`src/shared/agd_defs.svh`:
```
// Offsets, field positions, reset values and timing counts of the block.
// Contract
// - Sequencing bit in mode 3 drives mapped pins.
// - Otherwise mode 3 pins follow direct registers.
// - Modes 1 and 2 ignore sequencing bit.
// - Sync enable bit turns sync mode on/off.
// - Readback bit picks interface or internal coefficient.
// - Skip system gain drops that coefficient.
// - Skip system offset drops that coefficient.
// - Skip self gain drops that coefficient.
// - Skip self offset drops that coefficient.
// - Pin 1 select: one GPIO, zero sync.
// - Pin 0 select: one GPIO, zero clock; resets one.
// - Direction bits: one output, zero input; reset input.
// - Output pins drive their data bit.
// - Input pins read back pin level.
// - Mux delay counts 4 us per step.
// - Output delay counts 20 us per step.
// - Channel map pairs channels with driven pins.
// - External clock bit makes pin 0 clock.
`ifndef AGD_DEFS_SVH
`define AGD_DEFS_SVH

// Register access port geometry.
`define AGD_ADDR_W 5
`define AGD_DATA_W 24

// Register addresses on the serial register port.
`define AGD_ADDR_CTRL 5'h03
`define AGD_ADDR_GPIO 5'h04
`define AGD_ADDR_DELAY 5'h05
`define AGD_ADDR_COEF0 5'h10
`define AGD_ADDR_COEF3 5'h13

// Conversion and calibration control fields.
`define AGD_CTRL_OSEL 6
`define AGD_CTRL_SYNC 5
`define AGD_CTRL_RBSEL 4
`define AGD_CTRL_NSG 3
`define AGD_CTRL_NSO 2
`define AGD_CTRL_NCG 1
`define AGD_CTRL_NCO 0
`define AGD_CTRL_RST 8'h1C

// General pin control fields.
`define AGD_GPIO_FS1 7
`define AGD_GPIO_FS0 6
`define AGD_GPIO_DIR_HI 3
`define AGD_GPIO_DIR_LO 2
`define AGD_GPIO_FS_RST 2'h1

// Sequencer mode that allows automatic pin sequencing.
`define AGD_SEQ_MODE3 2'h3

// Channel map entry layout, seven bits per channel.
`define AGD_CH_W 7
`define AGD_CH_LAST 3'h5
`define AGD_CH_GPOEN 0
`define AGD_CH_EN 1

// Settling step times and the clock rate.
`define AGD_CLK_MHZ 200
`define AGD_MUX_STEP_US 4
`define AGD_GPO_STEP_US 20
`define AGD_MUX_STEP_CYC (`AGD_MUX_STEP_US * `AGD_CLK_MHZ)
`define AGD_GPO_STEP_CYC (`AGD_GPO_STEP_US * `AGD_CLK_MHZ)

`endif

```
`src/shared/agd_pkg.sv`:
```
// Types shared by the pin, register and delay logic.
package agd_pkg;

  // Settling timer states.
  typedef enum logic {AGD_TMR_IDLE, AGD_TMR_RUN} agd_tmr_state_e;

  // One calibration coefficient word.
  typedef logic [23:0] agd_coef_t;

endpackage : agd_pkg

```
`src/rtl/agd_step_timer.sv`:
```
// Settling delay timer counting a programmed number of fixed steps.
`timescale 1ns/1ps
`include "agd_defs.svh"
module agd_step_timer
  import agd_pkg::*;
#(
  parameter int STEP_CYC = 800
)
(
  // Clock and reset.
  input wire logic ref_clk_i,
  input wire logic rst_i,
  // Start request and its step count.
  input wire logic start_i,
  input wire logic [7:0] count_i,
  // Delay in progress.
  output logic busy_o
);

  localparam int PW = $clog2(STEP_CYC + 1);

  agd_tmr_state_e state; // Current timer state.
  logic [PW-1:0] pre; // Cycles left in the present step.
  logic [7:0] steps; // Steps left including the present one.
  wire pre_done = (pre == '0);

  // A new start always restarts, so a second change extends the delay.
  always_ff @(posedge ref_clk_i)
  begin
    if (rst_i)
    begin
      state <= AGD_TMR_IDLE;
      pre <= '0;
      steps <= 8'h00;
    end
    else if (start_i)
    begin
      // A zero count means no delay at all.
      state <= (count_i == 8'h00) ? AGD_TMR_IDLE : AGD_TMR_RUN;
      steps <= count_i;
      pre <= PW'(STEP_CYC - 1);
    end
    else
    begin
      case (state)
        AGD_TMR_RUN:
        begin
          // Each step lasts exactly STEP_CYC cycles.
          if (pre_done)
          begin
            pre <= PW'(STEP_CYC - 1);
            steps <= steps - 8'h01;
            if (steps == 8'h01)
            begin
              state <= AGD_TMR_IDLE;
            end
          end
          else
          begin
            pre <= pre - PW'(1);
          end
        end
        default:
        begin
          state <= AGD_TMR_IDLE;
        end
      endcase
    end
  end

  assign busy_o = (state == AGD_TMR_RUN);

  // Helper: length of the current busy stretch and the count it began with.
  int run_cyc;
  int run_steps;
  always_ff @(posedge ref_clk_i)
  begin
    if (rst_i || start_i)
    begin
      run_cyc <= 0;
      run_steps <= int'(count_i);
    end
    else if (busy_o)
    begin
      run_cyc <= run_cyc + 1;
    end
  end
endmodule : agd_step_timer

```
`src/rtl/agd_regs.sv`:
```
// Control, general pin and settling delay registers with pin sequencing.
`timescale 1ns/1ps
`include "agd_defs.svh"
module agd_regs
  import agd_pkg::*;
#(
  parameter int MUX_STEP_CYC = `AGD_MUX_STEP_CYC,
  parameter int GPO_STEP_CYC = `AGD_GPO_STEP_CYC
)
(
  // Clock and reset.
  input wire logic ref_clk_i,
  input wire logic rst_i,
  // Decoded register accesses from the serial interface.
  input wire logic reg_wr_i,
  input wire logic reg_rd_i,
  input wire logic [`AGD_ADDR_W-1:0] reg_addr_i,
  input wire logic [`AGD_DATA_W-1:0] reg_wdata_i,
  output logic [`AGD_DATA_W-1:0] reg_rdata_o,
  output logic reg_rvalid_o,
  // Calibration coefficients, interface copy and internal copy.
  input wire agd_coef_t [3:0] coef_iface_i,
  input wire agd_coef_t [3:0] coef_internal_i,
  // Scan sequencer state and neighbouring registers.
  input wire logic [1:0] seq_mode_i,
  input wire logic converting_i,
  input wire logic [2:0] channel_i,
  input wire logic [41:0] channel_map_i,
  input wire logic [1:0] output_direct_control_i,
  input wire logic external_clock_enable_i,
  // Dual-purpose pins and general outputs.
  input wire logic [1:0] gpio_in_i,
  output logic [1:0] gpio_out_o,
  output logic [1:0] gpio_oe_o,
  output logic [1:0] gpo_o,
  // Function controls towards the converter.
  output logic sync_enable_o,
  output logic sync_pin_o,
  output logic clk_pin_input_o,
  output logic use_system_gain_o,
  output logic use_system_offset_o,
  output logic use_self_gain_o,
  output logic use_self_offset_o,
  output logic settle_busy_o
);

  // Pick one channel's seven-bit entry; channels past the last read empty.
  function automatic logic [6:0] chan_entry(input logic [41:0] map,
                                            input logic [2:0] ch);
    chan_entry = (ch > `AGD_CH_LAST) ? 7'h00 : map[ch * `AGD_CH_W +: 7];
  endfunction : chan_entry

  // Decode a two-bit pin code into GPO0, GPO1, GPIO0, GPIO1 one-hot.
  function automatic logic [3:0] pin_onehot(input logic [1:0] code);
    pin_onehot = 4'h1 << code;
  endfunction : pin_onehot

  // Register state.
  logic [7:0] conversion_cal_control; // Conversion and calibration control.
  logic pin1_function_select; // One makes pin 1 general purpose.
  logic pin0_function_select; // One makes pin 0 general purpose.
  logic [1:0] pin_dir; // One means output.
  logic [1:0] pin_value; // Output latch of the data bits.
  logic [15:0] settling_delay; // Mux delay high byte, output delay low.

  // Pin input synchroniser, three stages and a settled level.
  logic [1:0] pin_s1;
  logic [1:0] pin_s2;
  logic [1:0] pin_s3;
  logic [1:0] pin_stable;

  // Previous channel, to see a channel switch.
  logic [2:0] chan_q;

  // Write strobes per register and the coefficient read decode.
  wire wr_ctrl = reg_wr_i && (reg_addr_i == `AGD_ADDR_CTRL);
  wire wr_gpio = reg_wr_i && (reg_addr_i == `AGD_ADDR_GPIO);
  wire wr_delay = reg_wr_i && (reg_addr_i == `AGD_ADDR_DELAY);
  wire rd_coef = (reg_addr_i >= `AGD_ADDR_COEF0) &&
                 (reg_addr_i <= `AGD_ADDR_COEF3);
  wire [1:0] coef_idx = reg_addr_i[1:0];

  // Named control bits.
  wire osel = conversion_cal_control[`AGD_CTRL_OSEL];
  wire rbsel = conversion_cal_control[`AGD_CTRL_RBSEL];

  // Automatic sequencing only in mode 3; modes 1 and 2 never look at it.
  wire seq_auto = (seq_mode_i == `AGD_SEQ_MODE3) && osel;

  // Entry of the selected channel and the pin it activates.
  wire [6:0] entry = chan_entry(channel_map_i, channel_i);
  wire entry_on = converting_i && entry[`AGD_CH_EN] &&
                  entry[`AGD_CH_GPOEN];
  wire [3:0] auto_pins = entry_on ? pin_onehot(entry[6:5]) : 4'h0;

  // Pin 0 is general purpose only when selected and not the clock input.
  wire [1:0] is_gpio;
  assign is_gpio[1] = pin1_function_select;
  assign is_gpio[0] = pin0_function_select &&
                      !external_clock_enable_i;

  // Next pin drive, automatic or from the direct registers.
  wire [1:0] next_gpo = seq_auto ? auto_pins[1:0]
                                 : output_direct_control_i;
  wire [1:0] next_gpio_oe = seq_auto ? is_gpio
                                     : (is_gpio & pin_dir);
  wire [1:0] next_gpio_out = seq_auto ? auto_pins[3:2]
                                      : pin_value;

  // Data bits read back the latch on outputs, the pin level on inputs.
  wire [1:0] out_bits = is_gpio & pin_dir;
  wire [1:0] pin_read = (out_bits & pin_value) |
                        (~out_bits & pin_stable);
  wire [7:0] gpio_read = {pin1_function_select, pin0_function_select,
                          2'h0, pin_dir, pin_read};

  // Delay starts: any channel switch, any driven pin change.
  wire mux_start = (channel_i != chan_q);
  wire gpo_start = ({next_gpo, next_gpio_out, next_gpio_oe} !=
                    {gpo_o, gpio_out_o, gpio_oe_o});
  wire mux_busy;
  wire gpo_busy;

  // Read data selection; unmapped addresses read as zero.
  wire [`AGD_DATA_W-1:0] next_rdata =
    (reg_addr_i == `AGD_ADDR_CTRL) ? {16'h0000, conversion_cal_control} :
    (reg_addr_i == `AGD_ADDR_GPIO) ? {16'h0000, gpio_read} :
    (reg_addr_i == `AGD_ADDR_DELAY) ? {8'h00, settling_delay} :
    (rd_coef && rbsel) ? coef_iface_i[coef_idx] :
    rd_coef ? coef_internal_i[coef_idx] :
    24'h000000;

  // Control register; its reset value sets sync and sequencing off.
  always_ff @(posedge ref_clk_i)
  begin
    if (rst_i)
    begin
      conversion_cal_control <= `AGD_CTRL_RST;
    end
    else if (wr_ctrl)
    begin
      // The top bit is reserved and stays zero.
      conversion_cal_control <= {1'b0, reg_wdata_i[6:0]};
    end
  end

  // Pin control register; data bits hold the output latch.
  always_ff @(posedge ref_clk_i)
  begin
    if (rst_i)
    begin
      {pin1_function_select, pin0_function_select} <=
        `AGD_GPIO_FS_RST;
      pin_dir <= 2'h0;
      pin_value <= 2'h0;
    end
    else if (wr_gpio)
    begin
      pin1_function_select <= reg_wdata_i[`AGD_GPIO_FS1];
      pin0_function_select <= reg_wdata_i[`AGD_GPIO_FS0];
      pin_dir <= reg_wdata_i[`AGD_GPIO_DIR_HI:`AGD_GPIO_DIR_LO];
      pin_value <= reg_wdata_i[1:0];
    end
  end

  // Delay register, mux field above the output field.
  always_ff @(posedge ref_clk_i)
  begin
    if (rst_i)
    begin
      settling_delay <= 16'h0000;
    end
    else if (wr_delay)
    begin
      settling_delay <= reg_wdata_i[15:0];
    end
  end

  // Read answer one cycle after the strobe.
  always_ff @(posedge ref_clk_i)
  begin
    if (rst_i)
    begin
      reg_rdata_o <= 24'h000000;
      reg_rvalid_o <= 1'b0;
    end
    else
    begin
      reg_rvalid_o <= reg_rd_i;
      if (reg_rd_i)
      begin
        reg_rdata_o <= next_rdata;
      end
    end
  end

  // Pin synchroniser; only the second stage reads the first, and a level
  // is taken once stages two and three agree so a glitch is not seen.
  always_ff @(posedge ref_clk_i)
  begin
    if (rst_i)
    begin
      pin_s1 <= 2'h0;
      pin_s2 <= 2'h0;
      pin_s3 <= 2'h0;
      pin_stable <= 2'h0;
    end
    else
    begin
      pin_s1 <= gpio_in_i;
      pin_s2 <= pin_s1;
      pin_s3 <= pin_s2;
      pin_stable <= (pin_s2 & pin_s3) | (pin_stable & (pin_s2 | pin_s3));
    end
  end

  // Registered pin drive and channel history.
  always_ff @(posedge ref_clk_i)
  begin
    if (rst_i)
    begin
      gpo_o <= 2'h0;
      gpio_out_o <= 2'h0;
      gpio_oe_o <= 2'h0;
      chan_q <= 3'h0;
    end
    else
    begin
      gpo_o <= next_gpo;
      gpio_out_o <= next_gpio_out;
      gpio_oe_o <= next_gpio_oe;
      chan_q <= channel_i;
    end
  end

  // Function outputs from the control bits, the settled pin level and the delay timers.
  assign sync_enable_o = conversion_cal_control[`AGD_CTRL_SYNC];
  assign sync_pin_o = !pin1_function_select && pin_stable[1];
  assign clk_pin_input_o = external_clock_enable_i ||
                           !pin0_function_select;
  assign use_system_gain_o = !conversion_cal_control[`AGD_CTRL_NSG];
  assign use_system_offset_o = !conversion_cal_control[`AGD_CTRL_NSO];
  assign use_self_gain_o = !conversion_cal_control[`AGD_CTRL_NCG];
  assign use_self_offset_o = !conversion_cal_control[`AGD_CTRL_NCO];
  assign settle_busy_o = mux_busy || gpo_busy;

  // Mux settling, 4 us steps.
  agd_step_timer #(.STEP_CYC(MUX_STEP_CYC)) u_mux_tmr (
    .ref_clk_i(ref_clk_i),
    .rst_i(rst_i),
    .start_i(mux_start),
    .count_i(settling_delay[15:8]),
    .busy_o(mux_busy)
  );

  // Output pin settling, 20 us steps.
  agd_step_timer #(.STEP_CYC(GPO_STEP_CYC)) u_gpo_tmr (
    .ref_clk_i(ref_clk_i),
    .rst_i(rst_i),
    .start_i(gpo_start),
    .count_i(settling_delay[7:0]),
    .busy_o(gpo_busy)
  );
endmodule : agd_regs

```
`config.mk`:
```
export PLATFORM = sky130hd
export DESIGN_NAME = agd_regs
export DESIGN_NICKNAME = d
export VERILOG_FILES = /design/src/shared/agd_pkg.sv /design/src/rtl/agd_step_timer.sv /design/src/rtl/agd_regs.sv
export VERILOG_INCLUDE_DIRS = /design/src /design/src/shared
export SDC_FILE = /design/constraint.sdc
export NUM_CORES = 1
export LEC_CHECK = 0
export ABC_AREA = 1
export BUFFER_PORTS_ARGS = -buffer_cell sky130_fd_sc_hd__buf_2
export CORE_UTILIZATION = 43
export DETAILED_ROUTE_END_ITERATION = 16
export HOLD_SLACK_MARGIN = 0.1
export PLACE_DENSITY = 0.77
export SYNTH_ARGS = -nofsm -noshare
export SYNTH_HDL_FRONTEND = slang
export SYNTH_SLANG_ARGS = --single-unit
export TNS_END_PERCENT = 20
```
`constraint.sdc`:
```
create_clock -name ref_clk_i -period 2 [get_ports ref_clk_i]
set_input_delay 0.5 -clock ref_clk_i [delete_from_list [all_inputs] [get_ports ref_clk_i]]
set_output_delay 0.5 -clock ref_clk_i [all_outputs]
set_load 0.03 [all_outputs]
```
==> reports/results.ini <==
[status]
outcome = complete, but fails checks
violations = negative setup slack

[worst_setup_path]
critPathLaunchType = input port
cp_data_required_time_ns = 2.25
worst_setup_path_end_kind = flop
cp.arrival_ns = 2.25
critPathMaxFanout = 12
worstSetupPathType = input port to flop

[synth]
synth_area_um2 = 6900
syn_inst = 1061
yosys_warnings = 0
synth_seq_cells = 111
synth-seq-area-share = 0.322
synth-edff-count = 0
async_flop_share = 0
synthFlopType = dfxtp_1
syn-num-nets = 1346
synth.distinct_cells = 48
syn_area_per_cell_um2 = 6.50

[sta]
drv_slew = 0
setup_viol = 1
finalHoldViolations = 0
finalCritPeriodShare = 1.00
skew_ns = 0.0117
tightest_slew_ns = 0.678
fmax_mhz = 499
fin_ws_ns = -0.00503
rsz0062_at_grt = true
slew_headroom = 0.548
min_period_ns = 2.01

[route]
finalWirelength_um = 25500
drc = 0
firstDrtPassIters = 6
via_per_inst = 5.37
vias = 8719
drtAntennaViolNets = 0
routedWlPerCell_um = 15.7
drt_iter0_drc = 836

[final_layout]
utilization = 0.630
fin_nets = 1693
area_growth_pct = 40.8
final_common_cell = buf_2
layout_common_cells = buf_2 (288), nand2_1 (193), nor2_1 (139)
layout-drive-gt1-share = 0.331

[global_routing]
grt_max_degree = 58
grt_overflow = 0
antenna_found_initial = 0
grt_pass1_wl_um = 38600
grt_pass1_vias = 7701
track_usage = 0.300

[pwr]
powerDensity_nw_per_um2 = 562
p_leak_nw = 4.57
ir_drop_uv = 442
report.power.total_mw = 5.46

[floorplanning]
start_util = 0.447
num_rows = 45
dieWidth_um = 129
io_pins = 317
die_area_um2 = 16600
die_h_um = 129
core-area_um2 = 15400

[hold_path]
hold_path.class = input port to flop

[clock_network]
h-tree-depth = 3
clk_latency_ns = 0.36
ctsHoldBuffers = 0
clock-sinks = 111
clk_pin_slew_ns = 0.08
root_buffer = clkbuf_16
cts_made_buffers = 9
cts_tree = built
clockBufferDepth = 2

[place]
place.detailed.hpwl_um = 19700
gp_routability_congestion = 0.953
io_buffers = 290

[job]
cap_violations = 0

-- path summary, 6_finish.rpt --
path | from | end | slack, ns | depth (start not counted)
max | channel_i[0] | u_gpo_tmr.pre[1] | -0.005 | 16
min reg2reg | pin_s1[1] | pin_s2[1] | 0.41 | 2
min | gpio_in_i[1] | pin_s1[1] | 0.34 | 3
max reg2reg | conversion_cal_control[6] | u_gpo_tmr.pre[1] | -0.005 | 13
-- power by group --
part	total (mW)	switching, mW	internal, mW
sequential	2.34	0.0629	2.28
clock	1.87	0.871	0.995
combinational	1.25	0.696	0.555
total	5.46	1.63	3.83
-- state kept, by name, indices dropped and copies added (netlist names), 3 cells and up --
| name | flops |
|---|---|
| u_mux_tmr.steps | 8 |
| conversion_cal_control | 7 |
| settling_delay | 16 |
| u_gpo_tmr.pre | 12 |
| chan_q | 3 |
| reg_rdata_o | 24 |
| u_mux_tmr.pre | 10 |
| u_gpo_tmr.steps | 8 |
-- Yosys cell counts, types with 3 or more instances --
cell	count	area share
a21oi_1	93	0.067
a221o_1	3	0.0044
a221oi_1	7	0.0089
a22oi_1	19	0.021
a31oi_1	14	0.013
a41oi_1	3	0.0038
buf_1	5	0.0027
buf_2	5	0.0036
clkbuf_1	39	0.021
dfxtp_1	111	0.32
ha_1	7	0.013
inv_1	104	0.057
inv_2	4	0.0022
nand2_1	204	0.11
nand2_2	9	0.0082
nand3_1	60	0.044
nand3_2	5	0.0073
nand4_1	13	0.012
nor2_1	146	0.079
nor3_1	13	0.0094
nor4_1	5	0.0045
o211ai_1	23	0.025
o21ai_0	96	0.070
o21ai_1	3	0.0022
o221ai_1	10	0.013
o22ai_1	12	0.011
o31ai_1	6	0.0065
or2_2	4	0.0036
xnor2_1	5	0.0063
xor2_1	11	0.014
-- layer usage --
metal / vias to the layer above / global-route usage / wire length, µm
li1: 4311 / - / -
met1: 3946 / 0.390 / 10700
met2: 421 / 0.515 / 12300
met3: 41 / 0.0407 / 1880
met4: 0 / 0.0907 / 590
met5: - / 0 / 0
-- worst max-delay path: stages --
cell     delay [ns]
buf_8          0.12
inv_8          0.05
nand2_1        0.08
nand3_2        0.09
nand3_1        0.13
nand3_2        0.09
nor2_1         0.14
nand2_2        0.10
nand3_2        0.07
nand2_2        0.06
nor2_4         0.17
nand3_4        0.16
buf_4          0.17
buf_4          0.12
o21ai_0        0.13
inv_1          0.05
-- metrics by stage --
stage               setup WS, ns  instance area, µm²  std cells  setup TNS, ns  hold slack [ns]
global route              -0.112                9720       1624         -0.785            0.362
global placement          -0.367                9160       1595          -7.20            0.390
CTS                       0.0199                9490       1612              0            0.332
finish                  -0.00503                9720       1625       -0.00503            0.344
floorplan                -0.0369                6940       1061         -0.424            0.388
detailed placement        -0.437                9160       1595          -9.15            0.398
-- logic make-up after synthesis --
logic type               count (synthesis)  share of synthesized area
adder cells (fa/ha/maj)                  7                     0.0127
multiplexers                             1                    0.00145
buffers and inverters                  160                     0.0901
AND/OR/NAND/NOR                        467                      0.295
XOR/XNOR                                16                     0.0203
AO/OA/AOI/OAI                          299                      0.258
flip-flops                             111                      0.322
-- area by class of cell --
class / count / area, µm²
Tap cell: 211 / 264
Clock buffer: 10 / 229
Inverter: 109 / 423
Clock inverter: 6 / 77.6
Multi-Input combinational cell: 791 / 4210
Sequential cell: 111 / 2230
Fill cell: 1425 / 5710
Antenna cell: 1 / 2.50
Timing Repair Buffer: 386 / 2290
-- repair_timing --
action | in CTS | in global routing
setup buffers | 1 | 11
endpoints found under the setup margin | 21 | 31
cloned | 0 | 1
resized for setup | 7 | 40
endpoints found under the hold margin | 0 | 0
pin swaps | 2 | 20
Note: power is estimated with default switching activity, not from simulation.
